==> src/hdl/bridge_defines.svh <==
// Register offsets, reset values, strap positions and timing counts of the bridge
`ifndef BRIDGE_DEFINES_SVH
`define BRIDGE_DEFINES_SVH

// Register byte offsets
`define REG_CTRL_OFS 12'h000
`define REG_STATUS_OFS 12'h004
`define REG_STRAP_OFS 12'h008

// Control register fields
`define CTRL_SPEC_BIT 0
`define CTRL_CPU_FLUSH_BIT 1
`define CTRL_PCI_FLUSH_BIT 2
`define CTRL_RESET 3'h1

// Strap pin positions
`define STRAP_BASE_BIT 5
`define STRAP_INT_BIT 7
`define STRAP_CPU_ARB_BIT 8
`define STRAP_PCI_ARB_BIT 9
`define STRAP_RATIO_A_BIT 10
`define STRAP_RATIO_B_BIT 11
`define STRAP_RATIO_C_BIT 12

// Register block base addresses
`define REG_BASE_SEL0 32'hfeff0000
`define REG_BASE_SEL1 32'hfefe0000

// Timing counts
`define SPEC_LIMIT_CLKS 5'h10
`define DECODE_SETTLE_CLKS 4'h3

// AXI responses
`define AXI_RESP_OKAY 2'h0
`define AXI_RESP_SLVERR 2'h2

`endif

==> src/hdl/bridge_pkg.sv <==
// Types shared by the bridge ordering logic
package bridge_pkg;

  typedef enum logic [1:0] {
    KIND_READ = 2'h0,
    KIND_POSTED = 2'h1,
    KIND_COMPELLED = 2'h2
  } kind_t;

  typedef enum logic [2:0] {
    ST_IDLE = 3'h0,
    ST_DECODE = 3'h1,
    ST_DRAIN = 3'h3,
    ST_PUSH = 3'h2,
    ST_FINISH = 3'h6
  } xfer_st_t;

  typedef enum logic [2:0] {
    RATIO_RSV0 = 3'h0,
    RATIO_1_1 = 3'h4,
    RATIO_2_1 = 3'h2,
    RATIO_3_1 = 3'h6,
    RATIO_3_2 = 3'h1,
    RATIO_RSV5 = 3'h5,
    RATIO_5_2 = 3'h3,
    RATIO_RSV7 = 3'h7
  } ratio_t;

  typedef struct packed {
    logic ratio_reserved;
    ratio_t ratio;
    logic pci_arb_en;
    logic cpu_arb_en;
    logic serial_int;
    logic base_sel;
    logic pci64_en;
    logic valid;
  } strap_t;

  typedef struct packed {
    logic pci_busy;
    logic cpu_busy;
    logic spec_req_active;
    logic to_cpu_empty;
    logic to_pci_empty;
    logic pci_pend;
    logic cpu_pend;
  } status_t;

  localparam int PAY_W = 34;

endpackage : bridge_pkg

==> src/hdl/stream_if.sv <==
// Valid/ready stream between the bridge and its posted-write buffers
interface stream_if #(parameter int W = 34);
  logic valid;
  logic ready;
  logic [W-1:0] data;
  modport src (output valid, output data, input ready);
  modport snk (input valid, input data, output ready);
endinterface : stream_if

==> src/hdl/host_bridge_ordering_flush.sv <==
// Ordering, flush-before-read, speculative request and strap logic of the host bridge
`include "bridge_defines.svh"

module host_bridge_ordering_flush
  import bridge_pkg::*;
#(
  parameter int BUF_DEPTH = 2
) (
  // Clock and reset
  input wire logic mclk,
  input wire logic rst,
  // Processor-side slave
  input wire logic transfer_start_strobe,
  input wire kind_t cpu_kind,
  input wire logic [31:0] cpu_data,
  output logic cpu_wait,
  output logic cpu_done,
  output logic cpu_retry,
  // PCI-side slave
  input wire logic pci_frame_start,
  input wire kind_t pci_kind,
  input wire logic [31:0] pci_data,
  output logic pci_wait,
  output logic pci_done,
  output logic pci_retry,
  // Toward the PCI master
  output logic pci_out_valid,
  input wire logic pci_out_ready,
  output kind_t pci_out_kind,
  output logic [31:0] pci_out_data,
  // Toward the processor master
  output logic cpu_out_valid,
  input wire logic cpu_out_ready,
  output kind_t cpu_out_kind,
  output logic [31:0] cpu_out_data,
  // Posted-write pending flags
  output logic cpu_posted_pending_abort,
  output logic pci_posted_pending_abort,
  // Speculative request
  input wire logic lock_resolve,
  input wire logic pci_clk,
  output logic pci_req_n,
  // Straps
  input wire logic req64_n,
  input wire logic [12:5] strap_rd,
  output logic strap_valid,
  output logic pci64_en,
  output logic [31:0] reg_base,
  output logic serial_int_sel,
  output logic cpu_arb_en,
  output logic pci_arb_en,
  output ratio_t clk_ratio,
  output logic ratio_reserved,
  // AXI4-Lite slave
  input wire logic [11:0] s_axi_awaddr,
  input wire logic s_axi_awvalid,
  output logic s_axi_awready,
  input wire logic [31:0] s_axi_wdata,
  input wire logic [3:0] s_axi_wstrb,
  input wire logic s_axi_wvalid,
  output logic s_axi_wready,
  output logic [1:0] s_axi_bresp,
  output logic s_axi_bvalid,
  input wire logic s_axi_bready,
  input wire logic [11:0] s_axi_araddr,
  input wire logic s_axi_arvalid,
  output logic s_axi_arready,
  output logic [31:0] s_axi_rdata,
  output logic [1:0] s_axi_rresp,
  output logic s_axi_rvalid,
  input wire logic s_axi_rready
);

  function automatic logic is_ordered(input kind_t k);
    is_ordered = (k == KIND_READ) || (k == KIND_COMPELLED);
  endfunction : is_ordered

  function automatic logic mapped(input logic [11:0] a);
    mapped = (a == `REG_CTRL_OFS) || (a == `REG_STATUS_OFS) || (a == `REG_STRAP_OFS);
  endfunction : mapped

  stream_if #(.W(PAY_W)) to_pci_in ();
  stream_if #(.W(PAY_W)) to_pci_out ();
  stream_if #(.W(PAY_W)) to_cpu_in ();
  stream_if #(.W(PAY_W)) to_cpu_out ();

  logic to_pci_empty, to_cpu_empty;
  logic [2:0] ctrl_r;
  logic cpu_flush, pci_flush, spec_en;
  xfer_st_t cpu_st_r, pci_st_r;
  kind_t cpu_kind_r, pci_kind_r;
  logic [31:0] cpu_data_r, pci_data_r;
  logic [3:0] cpu_dec_r, pci_dec_r;
  logic cpu_wait_r, cpu_done_r, cpu_retry_r;
  logic pci_wait_r, pci_done_r, pci_retry_r;
  logic cpu_pend_r, pci_pend_r;
  logic pclk_s1_r, pclk_s2_r, pclk_s3_r, pclk_lvl_r, pci_rise;
  logic spec_req_n_r;
  logic [4:0] spec_cnt_r;
  logic rst_q_r;
  logic [8:0] strap_cap_r, strap_d1_r, strap_d2_r;
  logic [2:0] strap_sr_r;
  strap_t strap_r;
  logic [31:0] reg_base_r;
  logic awready_r, wready_r, bvalid_r, arready_r, rvalid_r;
  logic [1:0] bresp_r, rresp_r;
  logic [31:0] rdata_r;
  logic quiet, aw_ok, ar_ok;
  status_t status;

  assign cpu_flush = ctrl_r[`CTRL_CPU_FLUSH_BIT];
  assign pci_flush = ctrl_r[`CTRL_PCI_FLUSH_BIT];
  assign spec_en = ctrl_r[`CTRL_SPEC_BIT];

  // Both directions share one in-order path each
  stream_buf #(.W(PAY_W), .DEPTH(BUF_DEPTH)) u_to_pci (
    .clk(mclk),
    .rst(rst),
    .push(to_pci_in),
    .pop(to_pci_out),
    .empty(to_pci_empty)
  );

  stream_buf #(.W(PAY_W), .DEPTH(BUF_DEPTH)) u_to_cpu (
    .clk(mclk),
    .rst(rst),
    .push(to_cpu_in),
    .pop(to_cpu_out),
    .empty(to_cpu_empty)
  );

  assign to_pci_in.valid = (cpu_st_r == ST_PUSH);
  assign to_pci_in.data = {cpu_kind_r, cpu_data_r};
  assign to_pci_out.ready = pci_out_ready;
  assign pci_out_valid = to_pci_out.valid;
  assign pci_out_kind = kind_t'(to_pci_out.data[33:32]);
  assign pci_out_data = to_pci_out.data[31:0];

  assign to_cpu_in.valid = (pci_st_r == ST_PUSH);
  assign to_cpu_in.data = {pci_kind_r, pci_data_r};
  assign to_cpu_out.ready = cpu_out_ready;
  assign cpu_out_valid = to_cpu_out.valid;
  assign cpu_out_kind = kind_t'(to_cpu_out.data[33:32]);
  assign cpu_out_data = to_cpu_out.data[31:0];

  // Processor-side slave sequencer
  always_ff @(posedge mclk) begin
    if (rst) begin
      cpu_st_r <= ST_IDLE;
      cpu_kind_r <= KIND_READ;
      cpu_data_r <= 32'h0;
      cpu_dec_r <= 4'h0;
      cpu_wait_r <= 1'b0;
      cpu_done_r <= 1'b0;
      cpu_retry_r <= 1'b0;
    end else begin
      cpu_done_r <= 1'b0;
      cpu_retry_r <= 1'b0;
      unique case (cpu_st_r)
        ST_IDLE: begin
          if (transfer_start_strobe) begin
            cpu_kind_r <= cpu_kind;
            cpu_data_r <= cpu_data;
            cpu_dec_r <= 4'h0;
            cpu_wait_r <= 1'b1;
            cpu_st_r <= ST_DECODE;
          end
        end
        ST_DECODE: begin
          if (cpu_dec_r == `DECODE_SETTLE_CLKS - 4'h1) begin
            if (cpu_kind_r == KIND_READ && cpu_flush && pci_pend_r) begin
              cpu_retry_r <= 1'b1;
              cpu_wait_r <= 1'b0;
              cpu_st_r <= ST_IDLE;
            end else if (is_ordered(cpu_kind_r)) begin
              cpu_st_r <= ST_DRAIN;
            end else begin
              cpu_st_r <= ST_PUSH;
            end
          end else begin
            cpu_dec_r <= cpu_dec_r + 4'h1;
          end
        end
        ST_DRAIN: begin
          // Wait states until earlier posted writes have left
          if (to_pci_empty) begin
            cpu_st_r <= ST_PUSH;
          end
        end
        ST_PUSH: begin
          if (to_pci_in.ready) begin
            if (is_ordered(cpu_kind_r)) begin
              cpu_st_r <= ST_FINISH;
            end else begin
              cpu_done_r <= 1'b1;
              cpu_wait_r <= 1'b0;
              cpu_st_r <= ST_IDLE;
            end
          end
        end
        ST_FINISH: begin
          if (to_pci_empty) begin
            cpu_done_r <= 1'b1;
            cpu_wait_r <= 1'b0;
            cpu_st_r <= ST_IDLE;
          end
        end
        default: begin
          cpu_wait_r <= 1'b0;
          cpu_st_r <= ST_IDLE;
        end
      endcase
    end
  end

  // PCI-side slave sequencer
  always_ff @(posedge mclk) begin
    if (rst) begin
      pci_st_r <= ST_IDLE;
      pci_kind_r <= KIND_READ;
      pci_data_r <= 32'h0;
      pci_dec_r <= 4'h0;
      pci_wait_r <= 1'b0;
      pci_done_r <= 1'b0;
      pci_retry_r <= 1'b0;
    end else begin
      pci_done_r <= 1'b0;
      pci_retry_r <= 1'b0;
      unique case (pci_st_r)
        ST_IDLE: begin
          if (pci_frame_start) begin
            pci_kind_r <= pci_kind;
            pci_data_r <= pci_data;
            pci_dec_r <= 4'h0;
            pci_wait_r <= 1'b1;
            pci_st_r <= ST_DECODE;
          end
        end
        ST_DECODE: begin
          if (pci_dec_r == `DECODE_SETTLE_CLKS - 4'h1) begin
            if (pci_kind_r == KIND_READ && pci_flush && cpu_pend_r) begin
              pci_retry_r <= 1'b1;
              pci_wait_r <= 1'b0;
              pci_st_r <= ST_IDLE;
            end else if (is_ordered(pci_kind_r)) begin
              pci_st_r <= ST_DRAIN;
            end else begin
              pci_st_r <= ST_PUSH;
            end
          end else begin
            pci_dec_r <= pci_dec_r + 4'h1;
          end
        end
        ST_DRAIN: begin
          // PCI wait states until the processor-bound path is empty
          if (to_cpu_empty) begin
            pci_st_r <= ST_PUSH;
          end
        end
        ST_PUSH: begin
          if (to_cpu_in.ready) begin
            if (is_ordered(pci_kind_r)) begin
              pci_st_r <= ST_FINISH;
            end else begin
              pci_done_r <= 1'b1;
              pci_wait_r <= 1'b0;
              pci_st_r <= ST_IDLE;
            end
          end
        end
        ST_FINISH: begin
          if (to_cpu_empty) begin
            pci_done_r <= 1'b1;
            pci_wait_r <= 1'b0;
            pci_st_r <= ST_IDLE;
          end
        end
        default: begin
          pci_wait_r <= 1'b0;
          pci_st_r <= ST_IDLE;
        end
      endcase
    end
  end

  // Pending flags: set on commit, wins over the drain-to-empty clear
  always_ff @(posedge mclk) begin
    if (rst) begin
      cpu_pend_r <= 1'b0;
      pci_pend_r <= 1'b0;
    end else begin
      if (cpu_st_r == ST_DECODE && cpu_dec_r == `DECODE_SETTLE_CLKS - 4'h1
          && cpu_kind_r == KIND_POSTED) begin
        cpu_pend_r <= 1'b1;
      end else if (to_pci_empty && cpu_st_r != ST_PUSH) begin
        cpu_pend_r <= 1'b0;
      end
      if (pci_st_r == ST_DECODE && pci_dec_r == `DECODE_SETTLE_CLKS - 4'h1
          && pci_kind_r == KIND_POSTED) begin
        pci_pend_r <= 1'b1;
      end else if (to_cpu_empty && pci_st_r != ST_PUSH) begin
        pci_pend_r <= 1'b0;
      end
    end
  end

  // PCI clock seen through three flops; edge counts once stages two and three agree
  always_ff @(posedge mclk) begin
    if (rst) begin
      pclk_s1_r <= 1'b0;
      pclk_s2_r <= 1'b0;
      pclk_s3_r <= 1'b0;
      pclk_lvl_r <= 1'b0;
    end else begin
      pclk_s1_r <= pci_clk;
      pclk_s2_r <= pclk_s1_r;
      pclk_s3_r <= pclk_s2_r;
      if (pclk_s2_r == pclk_s3_r) begin
        pclk_lvl_r <= pclk_s3_r;
      end
    end
  end

  assign pci_rise = (pclk_s2_r == pclk_s3_r) && pclk_s3_r && !pclk_lvl_r;

  // Speculative request; a benign request never outlives its window
  always_ff @(posedge mclk) begin
    if (rst) begin
      spec_req_n_r <= 1'b1;
      spec_cnt_r <= 5'h0;
    end else if (!spec_en) begin
      spec_req_n_r <= 1'b1;
      spec_cnt_r <= 5'h0;
    end else if (spec_req_n_r && lock_resolve && cpu_st_r != ST_IDLE
                 && is_ordered(cpu_kind_r)) begin
      spec_req_n_r <= 1'b0;
      spec_cnt_r <= 5'h0;
    end else if (!spec_req_n_r && pci_rise) begin
      if (spec_cnt_r == `SPEC_LIMIT_CLKS - 5'h1) begin
        spec_req_n_r <= 1'b1;
      end
      spec_cnt_r <= spec_cnt_r + 5'h1;
    end
  end

  // Straps: caught at the first edge after release, then two more stages for hold margin
  always_ff @(posedge mclk) begin
    rst_q_r <= rst;
  end

  always_ff @(posedge mclk) begin
    if (rst) begin
      strap_cap_r <= 9'h0;
      strap_d1_r <= 9'h0;
      strap_d2_r <= 9'h0;
      strap_sr_r <= 3'h0;
    end else begin
      if (rst_q_r) begin
        strap_cap_r <= {req64_n, strap_rd};
      end
      strap_d1_r <= strap_cap_r;
      strap_d2_r <= strap_d1_r;
      strap_sr_r <= {strap_sr_r[1:0], rst_q_r | strap_sr_r[0]};
    end
  end

  // Offsets into strap_cap_r: bit 8 is req64, bits 7..0 are strap_rd[12:5]
  always_ff @(posedge mclk) begin
    if (rst) begin
      strap_r <= '0;
      reg_base_r <= `REG_BASE_SEL0;
    end else if (strap_sr_r[2] && !strap_r.valid) begin
      strap_r.valid <= 1'b1;
      strap_r.pci64_en <= !strap_d2_r[8];
      strap_r.base_sel <= strap_d2_r[`STRAP_BASE_BIT - 5];
      reg_base_r <= strap_d2_r[`STRAP_BASE_BIT - 5] ? `REG_BASE_SEL1 : `REG_BASE_SEL0;
      strap_r.serial_int <= strap_d2_r[`STRAP_INT_BIT - 5];
      strap_r.cpu_arb_en <= strap_d2_r[`STRAP_CPU_ARB_BIT - 5];
      strap_r.pci_arb_en <= strap_d2_r[`STRAP_PCI_ARB_BIT - 5];
      strap_r.ratio <= ratio_t'({strap_d2_r[`STRAP_RATIO_A_BIT - 5],
                                 strap_d2_r[`STRAP_RATIO_B_BIT - 5],
                                 strap_d2_r[`STRAP_RATIO_C_BIT - 5]});
      // Reserved codes are only flagged; the board must avoid them
      strap_r.ratio_reserved <= !strap_d2_r[`STRAP_RATIO_A_BIT - 5]
                                && !strap_d2_r[`STRAP_RATIO_B_BIT - 5]
                                && !strap_d2_r[`STRAP_RATIO_C_BIT - 5]
                                || strap_d2_r[`STRAP_RATIO_A_BIT - 5]
                                && strap_d2_r[`STRAP_RATIO_C_BIT - 5];
    end
  end

  // Register access held off until every posted write has landed
  assign quiet = to_pci_empty && to_cpu_empty && !cpu_pend_r && !pci_pend_r;
  assign aw_ok = s_axi_awvalid && s_axi_wvalid && !awready_r && !bvalid_r && quiet;
  assign ar_ok = s_axi_arvalid && !arready_r && !rvalid_r && quiet;

  always_ff @(posedge mclk) begin
    if (rst) begin
      awready_r <= 1'b0;
      wready_r <= 1'b0;
      bvalid_r <= 1'b0;
      bresp_r <= `AXI_RESP_OKAY;
    end else begin
      awready_r <= aw_ok;
      wready_r <= aw_ok;
      if (awready_r) begin
        bvalid_r <= 1'b1;
        bresp_r <= (s_axi_awaddr == `REG_CTRL_OFS) ? `AXI_RESP_OKAY : `AXI_RESP_SLVERR;
      end else if (s_axi_bready) begin
        bvalid_r <= 1'b0;
      end
    end
  end

  // Control bits change only by a software write
  always_ff @(posedge mclk) begin
    if (rst) begin
      ctrl_r <= `CTRL_RESET;
    end else if (awready_r && s_axi_awaddr == `REG_CTRL_OFS && s_axi_wstrb[0]) begin
      ctrl_r <= s_axi_wdata[2:0];
    end
  end

  always_comb begin
    status = '0;
    status.pci_busy = (pci_st_r != ST_IDLE);
    status.cpu_busy = (cpu_st_r != ST_IDLE);
    status.spec_req_active = !spec_req_n_r;
    status.to_cpu_empty = to_cpu_empty;
    status.to_pci_empty = to_pci_empty;
    status.pci_pend = pci_pend_r;
    status.cpu_pend = cpu_pend_r;
  end

  always_ff @(posedge mclk) begin
    if (rst) begin
      arready_r <= 1'b0;
      rvalid_r <= 1'b0;
      rdata_r <= 32'h0;
      rresp_r <= `AXI_RESP_OKAY;
    end else begin
      arready_r <= ar_ok;
      if (arready_r) begin
        rvalid_r <= 1'b1;
        rresp_r <= mapped(s_axi_araddr) ? `AXI_RESP_OKAY : `AXI_RESP_SLVERR;
        if (s_axi_araddr == `REG_CTRL_OFS) begin
          rdata_r <= {29'h0, ctrl_r};
        end else if (s_axi_araddr == `REG_STATUS_OFS) begin
          rdata_r <= {25'h0, status};
        end else if (s_axi_araddr == `REG_STRAP_OFS) begin
          rdata_r <= {22'h0, strap_r};
        end else begin
          rdata_r <= 32'h0;
        end
      end else if (s_axi_rready) begin
        rvalid_r <= 1'b0;
      end
    end
  end

  assign cpu_wait = cpu_wait_r;
  assign cpu_done = cpu_done_r;
  assign cpu_retry = cpu_retry_r;
  assign pci_wait = pci_wait_r;
  assign pci_done = pci_done_r;
  assign pci_retry = pci_retry_r;
  assign cpu_posted_pending_abort = cpu_pend_r;
  assign pci_posted_pending_abort = pci_pend_r;
  assign pci_req_n = spec_req_n_r;
  assign strap_valid = strap_r.valid;
  assign pci64_en = strap_r.pci64_en;
  assign reg_base = reg_base_r;
  assign serial_int_sel = strap_r.serial_int;
  assign cpu_arb_en = strap_r.cpu_arb_en;
  assign pci_arb_en = strap_r.pci_arb_en;
  assign clk_ratio = strap_r.ratio;
  assign ratio_reserved = strap_r.ratio_reserved;
  assign s_axi_awready = awready_r;
  assign s_axi_wready = wready_r;
  assign s_axi_bvalid = bvalid_r;
  assign s_axi_bresp = bresp_r;
  assign s_axi_arready = arready_r;
  assign s_axi_rvalid = rvalid_r;
  assign s_axi_rdata = rdata_r;
  assign s_axi_rresp = rresp_r;

endmodule : host_bridge_ordering_flush

==> src/hdl/stream_buf.sv <==
// Small in-order buffer with valid/ready on both sides
module stream_buf #(
  parameter int W = 34,
  parameter int DEPTH = 2
) (
  // Clock and reset
  input wire logic clk,
  input wire logic rst,
  // Streams
  stream_if.snk push,
  stream_if.src pop,
  // Status
  output logic empty
);
  localparam int AW = (DEPTH > 1) ? $clog2(DEPTH) : 1;
  localparam int CW = $clog2(DEPTH + 1);
  localparam logic [CW-1:0] FULL_CNT = CW'(DEPTH);
  localparam logic [AW-1:0] LAST_PTR = AW'(DEPTH - 1);

  logic [W-1:0] mem_r [DEPTH];
  logic [AW-1:0] wp_r, rp_r;
  logic [CW-1:0] cnt_r, cnt_nxt;
  logic full_r, val_r;
  logic do_push, do_pop;

  assign do_push = push.valid && !full_r;
  assign do_pop = val_r && pop.ready;
  assign push.ready = !full_r;
  assign pop.valid = val_r;
  assign pop.data = mem_r[rp_r];
  assign empty = !val_r;

  always_comb begin
    cnt_nxt = cnt_r;
    if (do_push && !do_pop) begin
      cnt_nxt = cnt_r + CW'(1);
    end else if (do_pop && !do_push) begin
      cnt_nxt = cnt_r - CW'(1);
    end
  end

  always_ff @(posedge clk) begin
    if (rst) begin
      cnt_r <= '0;
      full_r <= 1'b0;
      val_r <= 1'b0;
    end else begin
      cnt_r <= cnt_nxt;
      full_r <= (cnt_nxt == FULL_CNT);
      val_r <= (cnt_nxt != '0);
    end
  end

  // Flops in order, so words leave as they came in
  always_ff @(posedge clk) begin
    if (rst) begin
      wp_r <= '0;
      rp_r <= '0;
    end else begin
      if (do_push) begin
        wp_r <= (wp_r == LAST_PTR) ? '0 : wp_r + AW'(1);
      end
      if (do_pop) begin
        rp_r <= (rp_r == LAST_PTR) ? '0 : rp_r + AW'(1);
      end
    end
  end

  always_ff @(posedge clk) begin
    if (do_push) begin
      mem_r[wp_r] <= push.data;
    end
  end

endmodule : stream_buf

==> config.mk <==
export PLATFORM = sky130hd
export DESIGN_NAME = host_bridge_ordering_flush
export DESIGN_NICKNAME = d
export VERILOG_FILES = /design/src/hdl/bridge_pkg.sv /design/src/hdl/stream_if.sv /design/src/hdl/host_bridge_ordering_flush.sv /design/src/hdl/stream_buf.sv
export VERILOG_INCLUDE_DIRS = /design/src /design/src/hdl
export SDC_FILE = /design/constraint.sdc
export NUM_CORES = 1
export LEC_CHECK = 0
export BUFFER_PORTS_ARGS = -buffer_cell sky130_fd_sc_hd__buf_2
export CORE_MARGIN = 2
export CORE_UTILIZATION = 57
export CTS_CLUSTER_SIZE = 40
export DETAILED_ROUTE_END_ITERATION = 8
export PLACE_DENSITY = 0.94
export SETUP_SLACK_MARGIN = 0.4
export SLEW_MARGIN = 10
export SYNTH_ARGS = -nofsm -noshare
export SYNTH_HDL_FRONTEND = slang
export SYNTH_SLANG_ARGS = --single-unit
==> constraint.sdc <==
create_clock -name mclk -period 4.95 [get_ports mclk]
set_clock_uncertainty 0.15 [all_clocks]
set_input_delay 0.7425 -clock mclk [delete_from_list [all_inputs] [get_ports mclk]]
set_output_delay 0.7425 -clock mclk [all_outputs]
set_load 0.01 [all_outputs]
==> impl_metrics.tcl, run 1 <==
set metrics [dict create \
    status "completed" \
    synth_edf_count 136 \
    setup_tns_ns 0 \
    startpoint_type "flop" \
    wl_per_cell_um 16.1 \
    finalCritPeriodShare_pct 54.8 \
    clockBufferDepth 3 \
    rows 53 \
    first_pass_iters 5 \
    rr_endpoint "u_to_pci.mem_r[0][29]" \
    critPathSlowestCell "mux2_2" \
    path_max_fanout 34 \
    grt_max_degree 73 \
    drt_wl_total_mm 24.8 \
    cp.required_ns 4.06 \
    synthCells 1036 \
    yosys-top-cells-area "edfxtp_1, dfxtp_1, mux2_2" \
    grt_pass1_wl_mm 38.5 \
    synthFlopType "dfxtp_1" \
    worstPathArrival_ns 1.82 \
    die-area_um2 22200 \
    holdBufCountCts 0 \
    slowest_delay_ns 0.41 \
    leakage_nw 5.48 \
    port_buffers 222 \
    dpl.cell_count 1483 \
    reg2reg_slack_ns 2.33 \
    relSlewSlack_pct 31.5 \
    crit_end "pci_out_data[10]" \
    path_cells "buf_4 -> mux2_2 -> buf_2" \
    initial_core_util_pct 57.6 \
    peakVddDrop_v 0.000279 \
    vias 8130 \
    nets 1396 \
    clk_pin_slew_worst_paths_ns 0.06 \
    r2r_start "cpu_st_r[1]" \
    fill_cells 1457 \
    ys_ff_latch 308 \
    ys_warn_count 0 \
    end_kind "primary output" \
    vias_per_cell 5.29 \
    area_growth_pct 16.6 \
    post-route-drc-count 0 \
    layout-drive-gt1-share_pct 28.2 \
    post-dp-hpwl_mm 16.3 \
    gp_congestion 0.863 \
    htree_levels 1 \
    holdCritStartpoint "strap_d2_r[8]" \
    fp.dieH_um 149 \
    async_flop_share_pct 0 \
    slew_viol_final 0 \
    grt_antenna_before_repair 0 \
    period_needed_ns 2.71 \
    finalHoldViolations 0 \
    die_w_um 149 \
    cellPowerDensity_nw_per_um2 508 \
    cts_sinks 308 \
    max_clock_freq_ghz 0.369 \
    cts_resized 0 \
    path_class "flop to primary output" \
    yosysMostFrequentCell "nand2_1" \
    synth_top_area_cell "edfxtp_1" \
    ff2ff_path_depth 2 \
    cts_tree "yes" \
    holdPathStages 1 \
    seq_area_frac_synth_pct 62.7 \
    rsz0062_at_grt "false" \
    ctsRootBufferMaster "clkbuf_16" \
    syn_area_per_cell_um2 11.6 \
    yosysTopAreaCellShare_pct 34.0 \
    grt_pass1_vias 8032 \
    io_pins 311 \
    numCtsBuffers 29 \
    max_cap_viol_count 0 \
    worst_pin_slew_ns 1.03 \
    core_um2 20800 \
    synth.cell_area_um2 12000 \
    ant_nets 0 \
    clk_latency_ns 0.54 \
    first_iter_violations 371 \
    synth_cell_types 63 \
    hp-class "flop to flop" \
    fin_cells 1536 \
    postCtsSetupBuffers 0 \
    track_usage_pct 21.7 \
    final-setup-viol-count 0 \
    grt-ovfl-total 0 \
    synthTopCellsByCount "nand2_1, dfxtp_1, edfxtp_1, a21oi_1, mux2_2" \
]
==> worst min-delay path by stage <==
| stage | slack [ns] | end |
|---|---|---|
| floorplan | 0.24 | pci64_en |
| global placement | 0.25 | pci64_en |
| detailed placement | 0.26 | pci64_en |
| CTS | 0.26 | pci64_en |
| global route | 0.28 | pci64_en |
| finish | 0.26 | pci64_en |
==> cells in the final DEF (no fill, tap or decap), drive strengths merged, types with 2 or more instances in the layout <==
cell,Yosys,routed
nor4,8,8
o21ai,11,11
bufinv,0,3
conb,2,55
mux2,68,68
or2,4,4
clkinv,1,15
a21oi,98,98
a211oi,5,5
and3,4,4
clkbuf,36,33
nor3b,9,9
nand3,10,10
or4,2,2
xnor2,4,4
xor2,10,10
nand3b,4,4
nor3,21,21
and2,3,3
nand2,173,173
o2bb2ai,6,6
o21a,3,3
nor2,43,43
o22ai,3,3
and3b,4,4
nand4,7,7
nor2b,27,27
a41o,2,2
ha,7,7
edfxtp,136,136
dfxtp,172,172
inv,11,12
nor4b,6,6
buf,77,232
mux2i,18,18
or3,4,4
o2111ai,4,4
nand2b,15,15
or3b,3,3
==> worst max-delay path: cells and delay by family, from the launching register on <==
family	cells	cell delay [ns]
flops	1	0.31
mux	1	0.41
buf+inv	2	0.55
==> power breakdown <==
group          switching, W  total (W)  internal [W]
clock network      0.000891    0.00212       0.00123
logic              0.000929    0.00157      0.000646
registers          0.000271    0.00341       0.00314
total               0.00209    0.00710       0.00501
==> flip-flops by register name, summed over array words and instances, names as in the netlist, 2 cells and up, named ones only <==
name            cells
u_to_cpu.mem_r     68
u_to_pci.mem_r     68
cpu_data_r         32
pci_data_r         32
s_axi_rdata        10
strap_cap_r         8
strap_d1_r          8
strap_d2_r          8
spec_cnt_r          5
cpu_dec_r           4
pci_dec_r           4
clk_ratio           3
cpu_st_r            3
ctrl_r              3
pci_st_r            3
strap_sr_r          3
cpu_kind_r          2
pci_kind_r          2
u_to_cpu.cnt_r      2
u_to_pci.cnt_r      2
==> cells by family (layout without fill, tap and decap cells) <==
family                     count (synthesis)  in the layout  synth area share [%]
other                                      2             56                0.0626
muxes                                     86             86                  7.88
and+or+nand+nor                          350            350                  14.5
adders and majority gates                  7              7                 0.730
DFF                                      308            308                  62.7
xor gates and xnor gates                  14             14                  1.08
buffers and inverters                    125            296                  6.00
AOI/OAI and AO/OA                        144            144                  6.96
==> layout make-up <==
cell class,count,area [um^2],share of cell area (%)
tap,275,344,2.46
clock buffer,33,741,5.30
sequential,308,7530,53.8
timing repair buffer,232,1190,8.50
antenna,1,2.50,0.0179
clock inverter,19,170,1.22
inverter,12,45.0,0.322
multi-input combinational,656,3960,28.3
==> metal layers <==
metal	global-route usage (%)	up-vias	routed length (um)
li1	-	3921	-
met1	25.8	3866	9700
met2	39.4	296	12900
met3	4.19	47	1590
met4	7.10	0	570
met5	0	-	0
==> per-stage QoR <==
stage	area [um^2]	utilization [%]	hold WS [ns]	total power [W]	worst slack, ns
after CTS	14000	67.1	0.262	0.00715	2.22
after global routing	14000	67.1	0.275	0.00745	2.17
after detailed placement	13100	62.8	0.255	0.00503	2.31
after global placement	13100	62.8	0.247	0.00493	2.30
final	14000	67.1	0.261	0.00710	2.24
after floorplan	12200	-	0.240	0.00451	1.83
No activity file was read; power rests on OpenSTA's default activity.
==> inputs of run 2 (changes only) <==
--- a/config.mk
+++ b/config.mk
@@ -8,10 +8,10 @@
 export LEC_CHECK = 0
 export BUFFER_PORTS_ARGS = -buffer_cell sky130_fd_sc_hd__buf_2
 export CORE_MARGIN = 2
-export CORE_UTILIZATION = 57
+export CORE_UTILIZATION = 48
 export CTS_CLUSTER_SIZE = 40
 export DETAILED_ROUTE_END_ITERATION = 8
-export PLACE_DENSITY = 0.94
+export PLACE_DENSITY = 0.85
 export SETUP_SLACK_MARGIN = 0.4
 export SLEW_MARGIN = 10
 export SYNTH_ARGS = -nofsm -noshare
==> constraint.sdc (replaced) <==
create_clock -name mclk -period 2.2 [get_ports mclk]
set_clock_uncertainty 0.15 [all_clocks]
set_input_delay 0.33 -clock mclk [delete_from_list [all_inputs] [get_ports mclk]]
set_output_delay 0.33 -clock mclk [all_outputs]
set_load 0.01 [all_outputs]
==> run 2 against run 1 <==
Register-to-register slack got worse by 1.9 ns. Clock power up 140%. Setup slack lost 2.2 ns. Sequential power increased by 130%. Die area increased by 18%. Combinational power grew to 2.6 times the previous value.
==> impl_metrics.tcl, run 2 (same netlist as run 1, synthesis figures left out) <==
set metrics [dict create \
    io_pins 311 \
    clockBufferDepth 3 \
    fp.dieH_um 162 \
    grt_antenna_before_repair 1 \
    max_cap_viol_count 0 \
    nets 1512 \
    first_iter_violations 593 \
    slew_viol_final 0 \
    post-route-drc-count 0 \
    htree_levels 1 \
    power_w 0.0171 \
    final_common_cell "buf_2" \
    status "completed" \
    initial_core_util_pct 49.0 \
    setup_tns_ns 0 \
    layout-drive-gt1-share_pct 30.2 \
    worstPathArrival_ns 1.65 \
    max_clock_freq_ghz 0.469 \
    clk_pin_slew_worst_paths_ns 0.06 \
    vias 8834 \
    cp.required_ns 1.72 \
    first_pass_iters 7 \
    die_w_um 162 \
    rows 57 \
    worst_pin_slew_ns 0.543 \
    leakage_nw 6.13 \
    cellPowerDensity_nw_per_um2 1100 \
    layout_common_cells "buf_2, nand2_1, dfxtp_1" \
    ant_nets 0 \
    period_needed_ns 2.13 \
    fin_area_um2 15500 \
    dpl_cell_area_um2 13300 \
    grt_pass1_wl_mm 44.3 \
    cts_tree "yes" \
    grt-ovfl-total 0 \
    clk_latency_ns 0.57 \
    die-area_um2 26300 \
    track_usage_pct 21.1 \
    core_um2 24500 \
    end_kind "primary output" \
    vias_per_cell 5.18 \
    finalHoldViolations 0 \
    numCtsBuffers 30 \
    grt_max_degree 82 \
    post-dp-hpwl_mm 17.0 \
    finalCritPeriodShare_pct 96.9 \
    rsz0062_at_grt "true" \
    path_class "flop to primary output" \
    grt_pass1_vias 8770 \
    relSlewSlack_pct 63.4 \
    startpoint_type "flop" \
    ctsRootBufferMaster "clkbuf_16" \
    area_growth_pct 29.6 \
    gp_congestion 0.783 \
    top_regs "u_to_cpu.mem_r: 68 flops, u_to_pci.mem_r: 68 flops" \
    drt_wl_total_mm 28.7 \
    final-setup-viol-count 0 \
    cts_sinks 308 \
    path_max_fanout 17 \
    wl_per_cell_um 16.8 \
    peakVddDrop_v 0.000606 \
    port_buffers 222 \
    hp-class "primary input to flop" \
    fill_cells 1746 \
]
[run 2: cell count changes in the layout (fill, tap and decap cells not counted), moves of 5 or more]
cell	delta
dfxtp_2	+10
dfxtp_4	+5
dfxtp_1	-15
dlygate4sd3_1	+96
buf_4	+8
buf_12	+8
[run 2: path summary, 6_finish.rpt]
kind                   start                       end  slack (ns)  cells after the start
max reg2reg     pci_dec_r[0]  pci_posted_pending_abort        0.43                      6
min          s_axi_awaddr[6]            s_axi_bresp[1]        0.04                      5
max                     flop           cpu_out_kind[0]        0.07                      3
min reg2reg    strap_d2_r[8]                  pci64_en        0.27                      1
[run 2: worst max-delay path, stage by stage, from the launching register on]
cell and delay (ns):
dfxtp_4 0.40, buf_12 0.18, mux2_2 0.37, buf_2 0.15
[run 2: where the power goes]
group          switching [W]  internal, W  leakage (nW)
logic                0.00229      0.00187          2.96
clock network        0.00217      0.00299         0.498
registers           0.000655      0.00709          2.67
total                0.00512       0.0120          6.13
[run 2: area by class of cell]
type	count	area, um^2	share of cell area (%)
Antenna cell	1	2.50	0.0161
Clock buffer	32	758	4.88
Clock inverter	24	255	1.64
Inverter	12	47.5	0.306
Multi-Input combinational cell	656	4080	26.3
Sequential cell	308	7560	48.6
Tap cell	324	405	2.61
Timing Repair Buffer	347	2440	15.7
[run 2: what timing repair did]
| item | in CTS | in global routing |
|---|---|---|
| pin swaps | 0 | 7 |
| hold buffers | 96 | 0 |
| setup endpoints to repair | 126 | 184 |
| hold endpoints to repair | 96 | 0 |
| cloned | 2 | 0 |
| resized for setup | 21 | 23 |
| buffers inserted | 0 | 5 |
[run 2: layer usage]
| layer | vias up | share of wire [%] | wire (um) | track usage (%) |
|---|---|---|---|---|
| li1 | 4149 | - | - | - |
| met1 | 4258 | 38 | 10800 | 24.8 |
| met2 | 349 | 52 | 15000 | 38.5 |
| met3 | 78 | 6.3 | 1790 | 3.68 |
| met4 | 0 | 3.6 | 1030 | 7.84 |
| met5 | - | 0 | 0 | 0 |
[run 2: through the flow]
| step | hold slack [ns] | util, % | instances | setup WS, ns |
|---|---|---|---|---|
| global placement | 0.251 | 54.5 | 1544 | 0.278 |
| CTS | 0.0330 | 63.1 | 1698 | 0.0504 |
| finish | 0.0417 | 63.6 | 1704 | 0.0683 |
| floorplan | 0.208 | - | 1089 | 0.0625 |
| global route | 0.0696 | 63.6 | 1704 | 0.0357 |
| detailed placement | 0.260 | 54.5 | 1544 | 0.226 |
